===== src/shared/psc_regs.svh =====
// Purpose : constants for the presence status command handler
// Assumes : 20 MHz core clock
// Notes   : command codes are the decimal digits packed one per nibble
`ifndef PSC_REGS_SVH
`define PSC_REGS_SVH

// ****************************************************************
// command codes
// ****************************************************************
`define PSC_CMD_STATUS      16'h0529
`define PSC_CMD_RPT_OFF     16'h6900
`define PSC_CMD_RPT_ON      16'h6901
`define PSC_CMD_OFF_TMO     16'h6920
`define PSC_CMD_OFF_TAG     16'h6921
`define PSC_CMD_OFF_PRES    16'h6922

// ****************************************************************
// field encodings and reset values
// ****************************************************************
`define PSC_RPT_RST         1'h0
`define PSC_MIN_PRES_MS     4'h0
`define PSC_OFF_TMO         2'h0
`define PSC_OFF_TAG         2'h1
`define PSC_OFF_PRES        2'h2
`define PSC_OFF_RST         2'h0
`define PSC_TMO_ZERO        4'h0
`define PSC_TMO_INF         4'hF
`define PSC_TMO_RST         4'hF
`define PSC_INV_RST         1'h0

// ****************************************************************
// timing
// ****************************************************************
`define PSC_CLK_HZ          20000000
`define PSC_TICK_MS         1
`define PSC_MS_CYCLES       ((`PSC_CLK_HZ / 1000) * `PSC_TICK_MS)
`define PSC_MS_W            11
`define PSC_T1_MS           11'h030
`define PSC_T1_SGL_MS       11'h096
`define PSC_T8_MS           11'h03C
`define PSC_T8_SGL_MS       11'h0AF
`define PSC_T9_MS           11'h05C
`define PSC_T9_SGL_MS       11'h0AF
`define PSC_TA_MS           11'h098
`define PSC_TA_SGL_MS       11'h172
`define PSC_TB_MS           11'h1C4
`define PSC_TB_SGL_MS       11'h2A8
`define PSC_TC_MS           11'h1C4
`define PSC_TC_SGL_MS       11'h3E8
`define PSC_TD_MS           11'h1F4
`define PSC_TD_SGL_MS       11'h3E8
`define PSC_TE_MS           11'h208
`define PSC_TE_SGL_MS       11'h5DC

`endif


===== src/shared/psc_pkg.sv =====
// Purpose : types of the presence status command handler
// Assumes : constants live in psc_regs.svh
// Notes   : reply fields are one hex digit each, in reply order
package psc_pkg;

  typedef enum logic [2:0] {
    MODE_ID       = 3'h0,
    MODE_EXT      = 3'h1,
    MODE_DUAL1    = 3'h2,
    MODE_DUAL2    = 3'h3,
    MODE_TRUCK    = 3'h4
  } psc_mode_e;

  typedef enum logic [1:0] {
    KIND_STATUS   = 2'h0,
    KIND_DONE     = 2'h1
  } psc_kind_e;

  typedef enum logic [1:0] {
    TMO_IDLE      = 2'h0,
    TMO_RUN       = 2'h1,
    TMO_DONE      = 2'h2
  } psc_tmo_e;

  typedef struct packed {
    logic        valid;
    logic [15:0] code;
  } psc_cmd_s;

  typedef struct packed {
    logic [3:0] report;
    logic [3:0] min_period;
    logic [3:0] rf_off;
    logic [3:0] timeout;
    logic [3:0] invert;
  } psc_status_s;

endpackage


===== src/verilog/psc_top.sv =====
// Purpose : presence status command handler of the reader
// Assumes : commands arrive already decoded from the serial link
// Notes   : unknown codes get no reply here; other interpreters answer them
//
// Function
// - code 529 returns status: report flag, min period, rf-off, timeout, invert
// - report field 0 means presence reports without tag are disabled
// - minimum presence period field always reads zero milliseconds
// - rf-off field: 0 timeout, 1 timeout or tag, 2 timeout or no presence
// - timeout code 0 is zero milliseconds, always expired
// - codes 1 to 7 give 48 ms, or 150 ms in single truck mode
// - code 8 gives 60 ms, or 175 ms in single truck mode
// - code 9 gives 92 ms; single truck value is a constant to confirm
// - code A gives 152 ms, or 370 ms in single truck mode
// - code F never expires and is the reset value
// - invert field 0 when inversion off (reset), 1 when on
// - code 6901 enables presence reports without tag, answers Done
// - code 6900 disables presence reports without tag
// - codes 6920, 6921, 6922 select rf-off condition, each answers Done
`include "psc_regs.svh"

module psc_top #(
  parameter int MS_CYCLES = `PSC_MS_CYCLES
) (
  input  wire logic                 CORE_CLK_IN,
  input  wire logic                 RSTN_IN,
  input  wire psc_pkg::psc_cmd_s    CMD_IN,
  input  wire psc_pkg::psc_mode_e   MODE_IN,
  input  wire logic                 PRESENCE_PIN_IN,
  input  wire logic                 TAG_READ_IN,
  input  wire logic                 RF_ON_IN,
  input  wire logic                 CFG_LOAD_IN,
  input  wire logic [3:0]           CFG_TMO_CODE_IN,
  input  wire logic                 CFG_INVERT_IN,
  output logic                      REPLY_VALID_OUT,
  output psc_pkg::psc_kind_e        REPLY_KIND_OUT,
  output psc_pkg::psc_status_s      REPLY_STATUS_OUT,
  output logic                      PRESENCE_OUT,
  output logic                      PRESENCE_REPORT_OUT,
  output logic                      RF_OFF_REQ_OUT
);

  // ****************************************************************
  // presence pin synchroniser
  // ****************************************************************
  // pin is asynchronous to the core clock; nothing but the second flop reads the first
  logic pres_meta;
  logic pres_sync;

  always_ff @(posedge CORE_CLK_IN or negedge RSTN_IN) begin
    if (!RSTN_IN) begin
      pres_meta <= 1'h0;
      pres_sync <= 1'h0;
    end else begin
      pres_meta <= PRESENCE_PIN_IN;
      pres_sync <= pres_meta;
    end
  end

  // ****************************************************************
  // configuration state
  // ****************************************************************
  logic       report_en, next_report_en;
  logic [1:0] off_cond, next_off_cond;
  logic [3:0] tmo_code, next_tmo_code;
  logic       invert, next_invert;
  logic       cmd_status, cmd_done;

  always_comb begin
    next_report_en = report_en;
    next_off_cond  = off_cond;
    next_tmo_code  = tmo_code;
    next_invert    = invert;
    cmd_status     = 1'h0;
    cmd_done       = 1'h0;
    // a load and a command in one cycle touch different fields, so both land
    if (CFG_LOAD_IN) begin
      next_tmo_code = CFG_TMO_CODE_IN;
      next_invert   = CFG_INVERT_IN;
    end
    if (CMD_IN.valid) begin
      unique case (CMD_IN.code)
        `PSC_CMD_STATUS: cmd_status = 1'h1;
        `PSC_CMD_RPT_ON: begin
          next_report_en = 1'h1;
          cmd_done       = 1'h1;
        end
        `PSC_CMD_RPT_OFF: begin
          next_report_en = 1'h0;
          cmd_done       = 1'h1;
        end
        `PSC_CMD_OFF_TMO: begin
          next_off_cond = `PSC_OFF_TMO;
          cmd_done      = 1'h1;
        end
        `PSC_CMD_OFF_TAG: begin
          next_off_cond = `PSC_OFF_TAG;
          cmd_done      = 1'h1;
        end
        `PSC_CMD_OFF_PRES: begin
          next_off_cond = `PSC_OFF_PRES;
          cmd_done      = 1'h1;
        end
        default: begin
          cmd_done = 1'h0;
        end
      endcase
    end
  end

  always_ff @(posedge CORE_CLK_IN or negedge RSTN_IN) begin
    if (!RSTN_IN) begin
      report_en <= `PSC_RPT_RST;
      off_cond  <= `PSC_OFF_RST;
      tmo_code  <= `PSC_TMO_RST;
      invert    <= `PSC_INV_RST;
    end else begin
      report_en <= next_report_en;
      off_cond  <= next_off_cond;
      tmo_code  <= next_tmo_code;
      invert    <= next_invert;
    end
  end

  // ****************************************************************
  // field packing
  // ****************************************************************
  // every reply field is one hex digit; narrower settings are zero padded
  function automatic logic [3:0] digit(input logic [1:0] v);
    return {2'h0, v};
  endfunction

  // ****************************************************************
  // reply
  // ****************************************************************
  // reply shows the settings as they stood when the query was taken
  psc_pkg::psc_status_s next_status;
  logic                 next_reply_valid;
  psc_pkg::psc_kind_e   next_kind;

  always_comb begin
    next_status            = REPLY_STATUS_OUT;
    next_reply_valid       = cmd_status | cmd_done;
    next_kind              = REPLY_KIND_OUT;
    if (cmd_status) begin
      next_kind              = psc_pkg::KIND_STATUS;
      next_status.report     = digit({1'h0, report_en});
      next_status.min_period = `PSC_MIN_PRES_MS;
      next_status.rf_off     = digit(off_cond);
      next_status.timeout    = tmo_code;
      next_status.invert     = digit({1'h0, invert});
    end else if (cmd_done) begin
      next_kind              = psc_pkg::KIND_DONE;
    end
  end

  always_ff @(posedge CORE_CLK_IN or negedge RSTN_IN) begin
    if (!RSTN_IN) begin
      REPLY_VALID_OUT  <= 1'h0;
      REPLY_KIND_OUT   <= psc_pkg::KIND_STATUS;
      REPLY_STATUS_OUT <= '0;
    end else begin
      REPLY_VALID_OUT  <= next_reply_valid;
      REPLY_KIND_OUT   <= next_kind;
      REPLY_STATUS_OUT <= next_status;
    end
  end

  // ****************************************************************
  // presence and rf-off
  // ****************************************************************
  logic pres, pres_d, rf_d;
  logic next_pres_report;
  logic next_rf_off_req;
  logic single;
  logic expired;

  // zero minimum period: presence is reported on the first true sample
  assign pres   = pres_sync ^ invert;
  assign single = (MODE_IN == psc_pkg::MODE_TRUCK);

  psc_rftmo #(
    .MS_CYCLES   (MS_CYCLES)
  ) u_tmo (
    .clk         (CORE_CLK_IN),
    .rstn        (RSTN_IN),
    .start_in    (RF_ON_IN & ~rf_d),
    .stop_in     (~RF_ON_IN & rf_d),
    .code_in     (tmo_code),
    .single_in   (single),
    .expired_out (expired)
  );

  // the request follows rf-on, so it drops as soon as rf is turned off
  always_comb begin
    next_pres_report = report_en & pres & ~pres_d & ~TAG_READ_IN;
    next_rf_off_req  = 1'h0;
    if (RF_ON_IN) begin
      unique case (off_cond)
        `PSC_OFF_TAG:  next_rf_off_req = expired | TAG_READ_IN;
        `PSC_OFF_PRES: next_rf_off_req = expired | ~pres;
        default:       next_rf_off_req = expired;
      endcase
    end
  end

  always_ff @(posedge CORE_CLK_IN or negedge RSTN_IN) begin
    if (!RSTN_IN) begin
      pres_d              <= 1'h0;
      rf_d                <= 1'h0;
      PRESENCE_OUT        <= 1'h0;
      PRESENCE_REPORT_OUT <= 1'h0;
      RF_OFF_REQ_OUT      <= 1'h0;
    end else begin
      pres_d              <= pres;
      rf_d                <= RF_ON_IN;
      PRESENCE_OUT        <= pres;
      PRESENCE_REPORT_OUT <= next_pres_report;
      RF_OFF_REQ_OUT      <= next_rf_off_req;
    end
  end

endmodule


===== src/verilog/psc_rftmo.sv =====
// Purpose : rf timeout timer with mode dependent lookup
// Assumes : start and stop are same-clock levels' edges from the top
// Notes   : millisecond tick from a divider, one clock only
`include "psc_regs.svh"

module psc_rftmo #(
  parameter int MS_CYCLES = `PSC_MS_CYCLES
) (
  input  wire logic       clk,
  input  wire logic       rstn,
  input  wire logic       start_in,
  input  wire logic       stop_in,
  input  wire logic [3:0] code_in,
  input  wire logic       single_in,
  output logic            expired_out
);

  localparam int DW = $clog2(MS_CYCLES + 1);

  // ****************************************************************
  // lookup
  // ****************************************************************
  function automatic logic [`PSC_MS_W-1:0] ms_of(input logic [3:0] c, input logic s);
    logic [`PSC_MS_W-1:0] v;
    v = `PSC_T1_MS;
    unique case (c)
      4'h8:    v = s ? `PSC_T8_SGL_MS : `PSC_T8_MS;
      4'h9:    v = s ? `PSC_T9_SGL_MS : `PSC_T9_MS;
      4'hA:    v = s ? `PSC_TA_SGL_MS : `PSC_TA_MS;
      4'hB:    v = s ? `PSC_TB_SGL_MS : `PSC_TB_MS;
      4'hC:    v = s ? `PSC_TC_SGL_MS : `PSC_TC_MS;
      4'hD:    v = s ? `PSC_TD_SGL_MS : `PSC_TD_MS;
      4'hE:    v = s ? `PSC_TE_SGL_MS : `PSC_TE_MS;
      default: v = s ? `PSC_T1_SGL_MS : `PSC_T1_MS;
    endcase
    return v;
  endfunction

  // ****************************************************************
  // timer
  // ****************************************************************
  psc_pkg::psc_tmo_e          state, next_state;
  logic [DW-1:0]              div, next_div;
  logic [`PSC_MS_W-1:0]       left, next_left;
  logic                       inf, next_inf;
  logic                       tick;

  assign tick = (div == DW'(MS_CYCLES - 1));

  always_comb begin
    next_state = state;
    next_div   = tick ? '0 : div + DW'(1);
    next_left  = left;
    next_inf   = inf;
    unique case (state)
      psc_pkg::TMO_IDLE: begin
        next_div = '0;
      end
      psc_pkg::TMO_RUN: begin
        if (tick && !inf) begin
          next_left = left - `PSC_MS_W'(1);
          if (left == `PSC_MS_W'(1)) begin
            next_state = psc_pkg::TMO_DONE;
          end
        end
      end
      psc_pkg::TMO_DONE: begin
        next_div = '0;
      end
      default: next_state = psc_pkg::TMO_IDLE;
    endcase
    if (start_in) begin
      next_div  = '0;
      next_left = ms_of(code_in, single_in);
      next_inf  = (code_in == `PSC_TMO_INF);
      // zero code is expired from the start
      next_state = (code_in == `PSC_TMO_ZERO) ? psc_pkg::TMO_DONE : psc_pkg::TMO_RUN;
    end else if (stop_in) begin
      next_state = psc_pkg::TMO_IDLE;
    end
  end

  always_ff @(posedge clk or negedge rstn) begin
    if (!rstn) begin
      state       <= psc_pkg::TMO_IDLE;
      div         <= '0;
      left        <= '0;
      inf         <= 1'h0;
      expired_out <= 1'h0;
    end else begin
      state       <= next_state;
      div         <= next_div;
      left        <= next_left;
      inf         <= next_inf;
      expired_out <= (next_state == psc_pkg::TMO_DONE);
    end
  end

endmodule


===== config.mk =====
export PLATFORM = sky130hd
export DESIGN_NAME = psc_top
export DESIGN_NICKNAME = d
export VERILOG_FILES = /design/src/shared/psc_pkg.sv /design/src/verilog/psc_top.sv /design/src/verilog/psc_rftmo.sv
export VERILOG_INCLUDE_DIRS = /design/src /design/src/shared
export SDC_FILE = /design/constraint.sdc
export NUM_CORES = 1
export LEC_CHECK = 0
export ABC_AREA = 1
export BUFFER_PORTS_ARGS = -buffer_cell sky130_fd_sc_hd__buf_2
export CAP_MARGIN = 20
export CORE_ASPECT_RATIO = 1.5
export CORE_MARGIN = 2
export CORE_UTILIZATION = 55
export CTS_BUF_LIST = sky130_fd_sc_hd__clkbuf_2
export DETAILED_ROUTE_END_ITERATION = 12
export GPL_ROUTABILITY_DRIVEN = 0
export GPL_TIMING_DRIVEN = 0
export HOLD_SLACK_MARGIN = 0.08
export PLACE_DENSITY = 0.89
export SKIP_CTS_REPAIR_TIMING = 1
export SLEW_MARGIN = 20
export SYNTH_ARGS = -nofsm -noshare
export SYNTH_HDL_FRONTEND = slang
export SYNTH_SLANG_ARGS = --single-unit

===== constraint.sdc =====
create_clock -name CORE_CLK_IN -period 2.32 [get_ports CORE_CLK_IN]
set_input_delay 0.116 -clock CORE_CLK_IN [delete_from_list [all_inputs] [get_ports CORE_CLK_IN]]
set_output_delay 0.116 -clock CORE_CLK_IN [all_outputs]
set_load 0.05 [all_outputs]

[Yosys cells after proc, flatten, opt, wreduce, memory -nomap -nowiden]
Cells that the tools add are included.
Word-level totals
  bits in registers: 55
  bits of input ports: 31
  logic and storage cells: 104
Operators by class
  add/sub/neg operators: 2
  equality and inequality tests: 22
  muxes and demuxes: 31
  bitwise operators: 14
  reduce and logical (&&, ||, !) cells: 14
Operators with widths (number)
  $eq 16x15->1 const B: 5
  $pmux 11 s7: 1
  $mux 15: 3
  $mux 11: 4
  $eq 4x4->1 const B: 8
  $mux 10: 3
  $mux 8: 3
  $eq 16x11->1 const B: 1
  $add 15x1->15 const B: 1
  $eq 15x15->1 const B: 1
  $mux 2: 7
  $eq 11x1->1 const B: 1
  $sub 11x1->11 const B: 1
  $mux 9: 1
  $reduce_bool 2->1: 4
  $eq 2x2->1 const B: 3
  $pmux 2 s3: 1
  $reduce_and 2->1: 3
  $and 1x1->1: 5
  $mux 1: 5
  $not 1->1: 5
  $reduce_or 5->1: 1
  $eq 2x1->1 const B: 2
  $logic_not 4->1: 1
  other kinds (10): 13

[Depth between registers and ports, before layout]
Gate-level depths: netlist of run 1.
  depth after elaboration: 7
  mapped depth: 11
  mapped depth without buffers: 11

[By module]
A second synthesis of run 1 with hierarchy kept.
Unflattened totals
  cells, all modules: 477
  area total of the unflattened synthesis: 3367.0 µm²
Modules (own cells, without submodules)
  psc_rftmo: times used 1, cells an instance 313, area each 2052.0 µm², sequential area each 750.7 µm²
  psc_top: times used 1, cells an instance 164, area each 1315.0 µm², sequential area each 605.6 µm²

[Worst setup path after synthesis of run 1]
OpenSTA, ideal clock, no wires.
  path kind: register -> register
  start point: register u_tmo.div[0]
  end point: register u_tmo.left[4]
  setup time: 0.117 ns
  arrival time: 1.249 ns
  data required time: 2.203 ns
  setup slack: 0.954 ns
  cell stages (with the launch flop): 9
  path buffers: 0
  period minus slack after synthesis: 1.366 ns
  cells stage by stage: dfrtp_1 ha_1 nand3_2 nor2_4 nand4_4 nand2_4 inv_1 nand2_1 nand2_1
On the way
  word-level cells in the longest chain between the ends: 4
Ends and longest elaborated chain
  from (decl): RTL line psc_rftmo.sv:43  | logic [DW-1:0] div, next_div;
  from (signal assigned): RTL line psc_rftmo.sv:92  | div <= next_div;
  $eq 15x15->1: RTL line psc_rftmo.sv:48  | assign tick = (div == DW'(MS_CYCLES - 1));
  $logic_and 1x1->1: RTL line psc_rftmo.sv:60  | if (tick && !inf) begin
  $reduce_bool 2->1 (no line)
  $reduce_and 2->1 (no line)
  to (signal assigned): RTL line psc_rftmo.sv:93  | left <= next_left;
  to (decl): RTL line psc_rftmo.sv:44  | logic [`PSC_MS_W-1:0] left, next_left;
No other way between the ends.
A chain may end at the register's enable or synchronous reset.

[Worst setup path in the final report of run 1]
  start point: register tmo_code[1]
  end point: register u_tmo.left[3]
On the way
  word-level cells in the longest chain between the ends: 3
  elaborated cells between the ends (all ways): 9
  those cells by class: eq/ne (7); mux (2)
Ends and longest elaborated chain
  from (decl): RTL line psc_top.sv:65  | logic [3:0] tmo_code, next_tmo_code;
  from (signal assigned): RTL line psc_top.sv:115  | tmo_code <= `PSC_TMO_RST;
  from (signal assigned): RTL line psc_top.sv:120  | tmo_code <= next_tmo_code;
  $eq 4x4->1: RTL line psc_rftmo.sv:26  | unique case (c)
  $pmux 11 s7 (*): RTL line psc_rftmo.sv:26
  $mux 11 (*): RTL line psc_rftmo.sv:72  | if (start_in) begin
Every way passes the cells marked *; elsewhere a longest branch is shown, timed or not.

==> impl_metrics.py, run 1 <==
metrics = {
    "cells_and_area": {
        "areaGrowthSynthToFinish_pct": 19.1,
        "n_antenna_cell": 0,
        "stdcell_count": 582,
        "fillers": 411,
        "nNetsFinal": 546,
        "final_area_um2": 3760,
        "drive_above_1_share_pct": 18.8,
    },
    "die": {
        "rows": 33,
        "die_w_um": 65.9,
        "initial_core_util_pct": 57.5,
        "die_y_um": 96.8,
        "core_um2": 5490,
        "ios": 57,
        "dieArea_um2": 6380,
    },
    "global_routing": {
        "antenna_found_initial": 0,
        "first_global_vias": 2844,
        "grt_pass1_wl_um": 11900,
        "overflow": 0,
        "grt_usage_pct": 23.1,
        "grt_max_degree": 55,
    },
    "power": {
        "p_per_area_nw_per_um2": 582,
        "worst_ir_drop_vdd_mv": 0.558,
        "leakage_nw": 1.97,
        "fin_total_pwr_mw": 2.19,
    },
    "critical_path": {
        "rrSetupSlack_ns": 0.64,
        "slowest_stage": "dfstp_2",
        "setup.worst_path.start_class": "flip-flop",
        "crit_path_max_incr_delay_ns": 0.64,
        "crit_type": "flip-flop to flip-flop",
        "arrival_ns": 2.07,
        "endpoint_kind": "flip-flop",
        "crit_buf_inv": 0,
        "critPathRequiredTime_ns": 2.71,
        "path_cells": "nand2_1 > o21ai_2 > nor2_1 > nand3_1 > nand3_1 > nand2_1 > o21ai_1",
        "path_max_fanout": 6,
        "path_delay_family": "simple AND/OR/NAND/NOR gates",
    },
    "place": {
        "hpwl_um": 5160,
        "placed_cell_area_um2": 3500,
        "io_buffers": 42,
        "dp_cells": 555,
    },
    "yosys": {
        "synth_cells": 431,
        "yosysTopAreaCellShare_pct": 39.6,
        "ys_warn_count": 0,
        "ys_ff_latch": 54,
        "ys_types": 35,
        "yosys.area.top_type": "dfrtp_1",
        "syn_avg_cell_area_um2": 7.33,
        "ys_seq_area_share_pct": 42.9,
        "synth_area_leaders": "dfrtp_1 (40%), nand2_1 (15%), nor2_1 (6.5%)",
        "syn_area_um2": 3160,
    },
    "detailed_routing": {
        "drtPass1Iterations": 5,
        "drtIter0Drc": 157,
        "antenna_left": 0,
        "routed_via_density": 5.41,
        "postRouteWirelength_um": 8230,
        "drc_errors": 0,
        "routed_wire_length_per_instance_um": 14.1,
        "vias": 3146,
    },
    "sta": {
        "worst_pin_slew_ns": 0.680,
        "slew_viol_final": 0,
        "max_freq_mhz": 596,
        "fin_skew_ns": 0.0137,
        "relSlewSlack_pct": 54.6,
        "setup_viol": 0,
        "rsz0062_at_grt": "false",
        "setup_tns_ns": 0,
        "period_share_pct": 72.3,
        "finalCriticalPeriod_ns": 1.68,
        "finalHoldViolations": 0,
        "timing.hold.ws_ns": 0.0765,
    },
    "flow_run": {
        "max-cap-violations": 0,
    },
    "worst_hold_path": {
        "hold_path.class": "input port to flip-flop",
    },
    "cts": {
        "insertion_delay_ns": 0.46,
        "clock-root-buffer": "clkbuf_2",
        "clk_pin_slew_worst_paths_ns": 0.28,
        "numCtsBuffers": 5,
        "cts_sinks": 54,
        "cts_tree": "built",
        "clockBufferDepth": 2,
        "htreeDepth": 2,
    },
    "run_status": {
        "status": "complete, no violations",
    },
}
sequential cells by signal, summed over array words and instances, names as in the netlist, 2 cells and up:
register          count
tmo_code              4
u_tmo.div            15
off_cond              2
REPLY_STATUS_OUT      8
u_tmo.state           2
u_tmo.left           11
routing by layer:
metal	track usage [%]	part of all wire, %	wire length [um]	vias up
li1	-	-	-	1503
met5	0	0	0	-
met1	25.1	37	3020	1459
met4	7.85	3.1	256	0
met2	43.6	53	4400	151
met3	3.37	6.7	551	33
kinds of logic after synthesis:
group	synth area share [%]
compound gates	7.84
flops	42.9
other cells	0.119
xor+xnor	1.11
simple gates	35.5
fa+ha+maj	1.58
buf+inv	10.9
worst reg2reg max path, stage by stage, from the launching register on:
cell,delay [ns]
dfstp_2,0.64
nand2_1,0.16
o21ai_2,0.26
nor2_1,0.17
nand3_1,0.16
nand3_1,0.10
nand2_1,0.06
o21ai_1,0.06
worst paths after layout:
kind	startpoint	to	depth (start not counted)
hold reg to reg	pres_meta	pres_sync	0
setup reg to reg	tmo_code[1]	u_tmo.left[3]	7
max in group asynchronous	RSTN_IN	u_tmo.div[4]	2
min in group asynchronous	RSTN_IN	REPLY_VALID_OUT	2
setup / recovery	tmo_code[1]	u_tmo.left[3]	7
hold / removal	CFG_LOAD_IN	tmo_code[1]	2
cells in the final DEF (no fill, tap or decap), types with 2 or more instances in the layout:
| cell | count |
|---|---|
| o21ai_1 | 9 |
| buf_4 | 14 |
| buf_2 | 42 |
| clkbuf_1 | 2 |
| dfrtp_1 | 50 |
| nand3_2 | 5 |
| nor3_1 | 7 |
| xnor2_1 | 2 |
| ha_1 | 4 |
| nor2_1 | 55 |
| clkbuf_2 | 5 |
| nand3b_1 | 3 |
| conb_1 | 13 |
| nand2_1 | 128 |
| xor2_1 | 2 |
| nor4_1 | 2 |
| inv_1 | 49 |
| dfstp_2 | 4 |
| o21ai_2 | 2 |
| inv_2 | 5 |
| nor3_2 | 2 |
| nand4_1 | 7 |
| nor2_2 | 5 |
| nand3_1 | 28 |
| nor2_4 | 2 |
| a21oi_1 | 10 |
| o21ai_0 | 24 |
| dlygate4sd3_1 | 19 |
cells in the mapped netlist, drive strengths merged:
cell    count
nand2     130
nor2       62
inv        54
dfrtp      50
o21ai      35
nand3      33
buf        16
a21oi      10
nand4       9
nor3        9
dfstp       4
ha          4
nand3b      3
clkbuf      2
nor4        2
xnor2       2
xor2        2
a21o        1
a22oi       1
conb        1
or2         1
power by group:
group	internal, mW	switching (mW)	leakage, nW
sequential	1.02	0.0683	0.709
combinational	0.202	0.396	1.21
clock	0.185	0.318	0.0433
total	1.41	0.782	1.97
final cells by class:
| class | count | area (um^2) | area share [%] |
|---|---|---|---|
| multi-input cells | 317 | 1500 | 40.0 |
| flip-flops and latches | 54 | 1360 | 36.0 |
| repair buffers | 61 | 403 | 10.7 |
| inverters | 54 | 203 | 5.39 |
| plain buffers | 18 | 141 | 3.76 |
| well taps | 70 | 87.6 | 2.33 |
| clock inverters | 3 | 43.8 | 1.16 |
| clock buffers | 5 | 25.0 | 0.665 |
metrics by stage:
stage	util [%]	worst slack, ns
detailed placement	63.8	0.762
global placement	63.8	0.786
global route	68.5	0.536
CTS	65.1	0.668
finish	68.5	0.644
floorplan	-	0.954
(Power assumes the default switching activity.)
==> run 2: changes to the inputs <==
--- a/config.mk
+++ b/config.mk
@@ -6,7 +6,7 @@
 export SDC_FILE = /design/constraint.sdc
 export NUM_CORES = 1
 export LEC_CHECK = 0
-export ABC_AREA = 1
+export ABC_AREA = 0
 export BUFFER_PORTS_ARGS = -buffer_cell sky130_fd_sc_hd__buf_2
 export CAP_MARGIN = 20
 export CORE_ASPECT_RATIO = 1.5
==> constraint.sdc (replaced) <==
create_clock -name CORE_CLK_IN -period 1.6 [get_ports CORE_CLK_IN]
set_input_delay 0.08 -clock CORE_CLK_IN [delete_from_list [all_inputs] [get_ports CORE_CLK_IN]]
set_output_delay 0.08 -clock CORE_CLK_IN [all_outputs]
set_load 0.05 [all_outputs]
==> run 2 against run 1 <==
Net effect: the run now ends with setup timing left; non-clock buffer count rose by 21; clock-buffer cell count rose by 1; worst hold slack gained 0.014 ns; cell area rose by 0.73%; largest cell class unchanged; critical endpoint unchanged.
==> impl_metrics.py, run 2 <==
metrics = {
    "cells_and_area": {
        "reg.largest.list": "u_tmo.div: 15 flops, u_tmo.left: 11 flops, REPLY_STATUS_OUT: 8 flops",
        "fillers": 322,
        "post-route-util_pct": 73.4,
        "regMostFlops": "u_tmo.div",
        "multiInputGateArea_um2": 1560,
        "areaGrowthSynthToFinish_pct": 28.1,
        "stdcell_count": 460,
        "final_common_cell": "dfrtp_1",
        "n_antenna_cell": 0,
        "nNetsFinal": 426,
        "largest_register_ffs": 15,
        "seq_area_um2": 1360,
        "drive_above_1_share_pct": 31.9,
        "final_cell_mix": "dfrtp_1 (50), buf_2 (41), buf_4 (28)",
    },
    "yosys": {
        "ys_ff_latch": 54,
        "yosysTopAreaCellShare_pct": 42.3,
        "ys_types": 60,
        "yosys.area.top_type": "dfrtp_1",
        "yosysMostFrequentCell": "dfrtp_1",
        "synth_cells": 294,
        "synth_area_leaders": "dfrtp_1 (42%), mux2_2 (4.6%), dfstp_2 (3.6%)",
        "syn_area_um2": 2960,
        "ys_seq_area_share_pct": 45.8,
        "ys_warn_count": 0,
        "synthArstFlopShare_pct": 100,
        "syn_avg_cell_area_um2": 10.1,
        "synth_ff_type": "dfrtp_1",
        "synth-edff-count": 0,
        "synth_common_cells": "dfrtp_1 (50), nor2_1 (21), a21oi_1 (18)",
    },
    "global_routing": {
        "first_global_vias": 2461,
        "grt_max_degree": 55,
        "overflow": 0,
        "antenna_found_initial": 0,
        "grt_pass1_wl_um": 10400,
        "grt_usage_pct": 22.2,
    },
    "sta": {
        "fin_skew_ns": 0.0440,
        "finalHoldViolations": 0,
        "setup_slack_ns": -0.634,
        "rsz0062_at_grt": "true",
        "max_freq_mhz": 448,
        "finalCriticalPeriod_ns": 2.23,
        "slew_viol_final": 0,
        "relSlewSlack_pct": 51.8,
        "timing.hold.ws_ns": 0.0903,
        "period_share_pct": 140,
        "worst_pin_slew_ns": 0.716,
        "setup_viol": 29,
    },
    "die": {
        "rows": 32,
        "die_y_um": 93.9,
        "initial_core_util_pct": 57.3,
        "die_w_um": 63.9,
        "dieArea_um2": 6000,
        "core_um2": 5160,
        "ios": 57,
    },
    "critical_path": {
        "path_max_fanout": 10,
        "endpoint_kind": "flip-flop",
        "crit_type": "flip-flop to flip-flop",
        "setup.worst_path.start_class": "flip-flop",
        "arrival_ns": 2.64,
        "critPathRequiredTime_ns": 2.01,
    },
    "place": {
        "dp_cells": 416,
        "io_buffers": 42,
        "hpwl_um": 4670,
        "pre_cts_slack_ns": -0.569,
    },
    "cts": {
        "insertion_delay_ns": 0.47,
        "cts_sinks": 54,
        "htreeDepth": 2,
        "clock-root-buffer": "clkbuf_2",
        "clk_pin_slew_worst_paths_ns": 0.30,
        "cts_tree": "built",
        "numCtsBuffers": 5,
        "clockBufferDepth": 2,
    },
    "detailed_routing": {
        "postRouteWirelength_um": 7990,
        "drtPass1Iterations": 6,
        "vias": 2682,
        "routed_via_density": 5.83,
        "drc_errors": 0,
        "drtIter0Drc": 142,
        "routed_wire_length_per_instance_um": 17.4,
        "antenna_left": 0,
    },
    "power": {
        "leakage_nw": 1.70,
        "p_per_area_nw_per_um2": 748,
        "worst_ir_drop_vdd_mv": 0.679,
        "fin_total_pwr_mw": 2.84,
    },
    "flow_run": {
        "max-cap-violations": 0,
    },
    "run_status": {
        "violations": "setup timing",
        "status": "complete, but fails checks",
    },
    "worst_hold_path": {
        "hold_path.class": "input port to flip-flop",
    },
}
==> run 2: final cells by class <==
cell class	count	share of cell area (%)
multi-input cells	219	41.1
flip-flops and latches	54	35.8
repair buffers	78	14.4
plain buffers	22	3.63
well taps	68	2.24
inverters	11	1.09
clock inverters	2	0.990
clock buffers	6	0.792
==> run 2: where the power goes <==
group	leakage, nW	internal (mW)	switching, mW
clock	0.0392	0.269	0.452
sequential	0.704	1.44	0.0791
combinational	0.962	0.230	0.365
total	1.70	1.94	0.896
==> run 2: cell families after synthesis <==
kind of cell	count (synthesis)	synth area share [%]
AO/OA/AOI/OAI	61	13.5
XOR/XNOR	20	5.92
adder cells (fa/ha/maj)	4	1.69
buffers and inverters	33	5.87
flip-flops	54	45.8
multiplexers	13	4.90
other	1	0.127
AND/OR/NAND/NOR	108	22.2
==> run 2: per-stage QoR <==
step	setup TNS, ns	area [um^2]
2_1_floorplan	-5.43	3020
3_3_place_gp	-11.87	3310
3_5_place_dp	-14.55	3310
4_1_cts	-12.70	3380
5_1_grt	-13.16	3790
6_report	-10.78	3790
==> run 2: path summary, 6_finish.rpt <==
kind | slack, ns | cells past startpoint | start | end
max | -0.63 | 6 | tmo_code[0] | u_tmo.left[3]
min | 0.09 | 3 | CMD_IN[1] | off_cond[1]
max reg2reg | -0.63 | 6 | tmo_code[0] | u_tmo.left[3]
min reg2reg | 0.39 | 0 | pres_meta | pres_sync
max in group asynchronous | 0.99 | 2 | RSTN_IN | u_tmo.div[9]
min in group asynchronous | 0.12 | 2 | RSTN_IN | REPLY_STATUS_OUT[9]
==> run 2: worst max-delay path, cell delays in order, from the launching register on <==
cell	delay (ns)
dfstp_2	0.60
clkbuf_1	0.36
inv_1	0.18
xnor2_1	0.16
a221oi_1	0.53
o21a_1	0.23
o22a_1	0.13
==> run 2: per-layer routing <==
layer | track usage (%) | wire [um]
met5 | 0 | 0
met4 | 11.6 | 307
met3 | 3.84 | 425
met2 | 41.0 | 4230
met1 | 23.5 | 3030
==> run 3: changes to the inputs <==
--- a/config.mk
+++ b/config.mk
@@ -10,7 +10,6 @@
 export BUFFER_PORTS_ARGS = -buffer_cell sky130_fd_sc_hd__buf_2
 export CAP_MARGIN = 20
 export CORE_ASPECT_RATIO = 1.5
-export CORE_MARGIN = 2
 export CORE_UTILIZATION = 55
 export CTS_BUF_LIST = sky130_fd_sc_hd__clkbuf_2
 export DETAILED_ROUTE_END_ITERATION = 12
==> run 3 against run 2 <==
Net effect: total power shrank 6.7%; clock-buffer cell count unchanged; worst hold slack lost 0.00088 ns; die area decreased by 5.2%; maximum frequency rose by 6.7%; sequential power about the same; core utilization fell by 0.94 points; largest power group unchanged; the run still ends with setup timing left; critical path type unchanged; cell count down 0.87%.
==> impl_metrics.py, run 3 (synthesis results as in run 2) <==
metrics = {
    "run_status": {
        "status": "complete, but fails checks",
        "violations": "setup timing",
    },
    "global_routing": {
        "grt_pass1_wl_um": 10500,
        "grt_max_degree": 55,
        "overflow": 0,
        "grt_usage_pct": 24.3,
        "first_global_vias": 2511,
        "antenna_found_initial": 0,
    },
    "detailed_routing": {
        "drtPass1Iterations": 5,
        "vias": 2688,
        "drc_errors": 0,
        "routed_via_density": 5.89,
        "antenna_left": 0,
        "drtIter0Drc": 133,
        "routed_wire_length_per_instance_um": 16.4,
        "postRouteWirelength_um": 7480,
    },
    "cells_and_area": {
        "n_antenna_cell": 0,
        "nNetsFinal": 422,
        "fillers": 336,
        "reg.largest.list": "u_tmo.div: 15 flops, u_tmo.left: 11 flops, REPLY_STATUS_OUT: 8 flops",
        "final_common_cell": "dfrtp_1",
        "drive_above_1_share_pct": 32.7,
        "areaGrowthSynthToFinish_pct": 26.4,
        "largest_register_ffs": 15,
        "regMostFlops": "u_tmo.div",
        "final_cell_mix": "dfrtp_1 (49), buf_2 (41), buf_4 (28)",
    },
    "die": {
        "die_y_um": 91.9,
        "ios": 57,
        "die_w_um": 61.9,
        "initial_core_util_pct": 57.3,
        "core_um2": 5160,
        "dieArea_um2": 5690,
        "rows": 32,
    },
    "cts": {
        "clk_pin_slew_worst_paths_ns": 0.24,
        "clock-root-buffer": "clkbuf_2",
        "cts_tree": "built",
        "htreeDepth": 2,
        "clockBufferDepth": 2,
        "insertion_delay_ns": 0.43,
        "numCtsBuffers": 5,
        "cts_sinks": 54,
    },
    "power": {
        "p_switching_uw": 857,
        "power_frac_comb_pct": 22.6,
        "p_per_area_nw_per_um2": 707,
        "worst_ir_drop_vdd_mv": 0.470,
        "swShare_pct": 32.4,
        "clockPowerShare_pct": 19.8,
        "seq_power_share_pct": 57.6,
        "intPower_mw": 1.79,
        "leakage_nw": 1.66,
    },
    "sta": {
        "setup_viol": 29,
        "slew_viol_final": 0,
        "worst_pin_slew_ns": 0.685,
        "finalCriticalPeriod_ns": 2.09,
        "max_freq_mhz": 478,
        "finalHoldViolations": 0,
        "setup_slack_ns": -0.493,
        "period_share_pct": 131,
        "relSlewSlack_pct": 53.9,
        "timing.hold.ws_ns": 0.0895,
        "fin_skew_ns": 0.00981,
        "rsz0062_at_grt": "true",
    },
    "critical_path": {
        "endpoint_kind": "flip-flop",
        "critPathRequiredTime_ns": 2.00,
        "reg2reg_to": "u_tmo.left[9]",
        "rrSetupSlack_ns": -0.49,
        "startpoint": "u_tmo.div[1]",
        "setup.worst_path.start_class": "flip-flop",
        "arrival_ns": 2.49,
        "crit_type": "flip-flop to flip-flop",
        "path_max_fanout": 5,
        "rr_worst_depth": 6,
        "worst_r2r_startpoint": "u_tmo.div[1]",
    },
    "place": {
        "hpwl_um": 4660,
        "pre_cts_slack_ns": -0.514,
        "io_buffers": 42,
    },
    "worst_hold_path": {
        "whs_endpoint": "RF_OFF_REQ_OUT",
        "hold_path.class": "input port to flip-flop",
        "hp-start": "RF_ON_IN",
        "hold_depth": 3,
    },
    "flow_run": {
        "max-cap-violations": 0,
    },
}
-- run 3: cell count changes in the layout (fill, tap and decap cells not counted), sizes merged --
cell         delta
buf             -2
clkinv          +2
dlygate4sd3     -2
bufinv          -1
clkinvlp        -1
-- run 3: worst max-delay path, stage by stage, from the launching register on --
cell,delay (ns)
dfrtp_1,0.49
ha_4,0.18
nand4_1,0.23
or4_4,0.56
o21ai_4,0.26
a21boi_2,0.19
o2bb2a_1,0.14
-- run 3: worst max path at each step --
| stage | cells after the start | to | slack [ns] |
|---|---|---|---|
| after floorplan | 5 | u_tmo.left[7] | -0.32 |
| after global placement | 5 | u_tmo.expired_out | -0.45 |
| after detailed placement | 6 | u_tmo.expired_out | -0.51 |
| after CTS | 6 | u_tmo.expired_out | -0.57 |
| after global routing | 6 | u_tmo.left[1] | -0.58 |
| final | 6 | u_tmo.left[9] | -0.49 |
-- run 3: layout make-up --
cell class	count	area, um^2	share of cell area [%]
Buffer	22	143	3.81
Clock buffer	6	30.0	0.802
Clock inverter	2	8.76	0.234
Inverter	11	41.3	1.10
Multi-Input combinational cell	219	1580	42.2
Sequential cell	54	1360	36.3
Tap cell	68	85.1	2.27
Timing Repair Buffer	74	499	13.3
-- run 3: power by group through the flow --
stage,sequential [mW],combinational [mW],clock (mW)
3_5_place_dp,1.53,0.495,0
5_1_grt,1.53,0.650,0.570
3_3_place_gp,1.52,0.480,0
4_1_cts,1.51,0.496,0.528
2_1_floorplan,1.53,0.343,0
6_report,1.52,0.597,0.524
-- run 3: through the flow --
step / TNS [ns] / cell area [um^2] / std cells / util, % / power, mW
floorplan: -5.43 / 3020 / 306 / - / 1.88
global placement: -11.66 / 3310 / 416 / 64.1 / 2.01
detailed placement: -12.96 / 3310 / 416 / 64.2 / 2.02
CTS: -11.03 / 3350 / 424 / 64.9 / 2.53
global route: -13.01 / 3740 / 456 / 72.5 / 2.75
finish: -10.98 / 3740 / 456 / 72.5 / 2.64
-- run 3: per-layer routing --
layer / global-route usage (%) / share of wire (%) / up-vias
met5: 0 / 0 / -
met4: 11.9 / 3.5 / 0
met3: 4.65 / 5.0 / 26
met2: 41.6 / 55 / 120
met1: 27.8 / 36 / 1319
li1: - / - / 1223
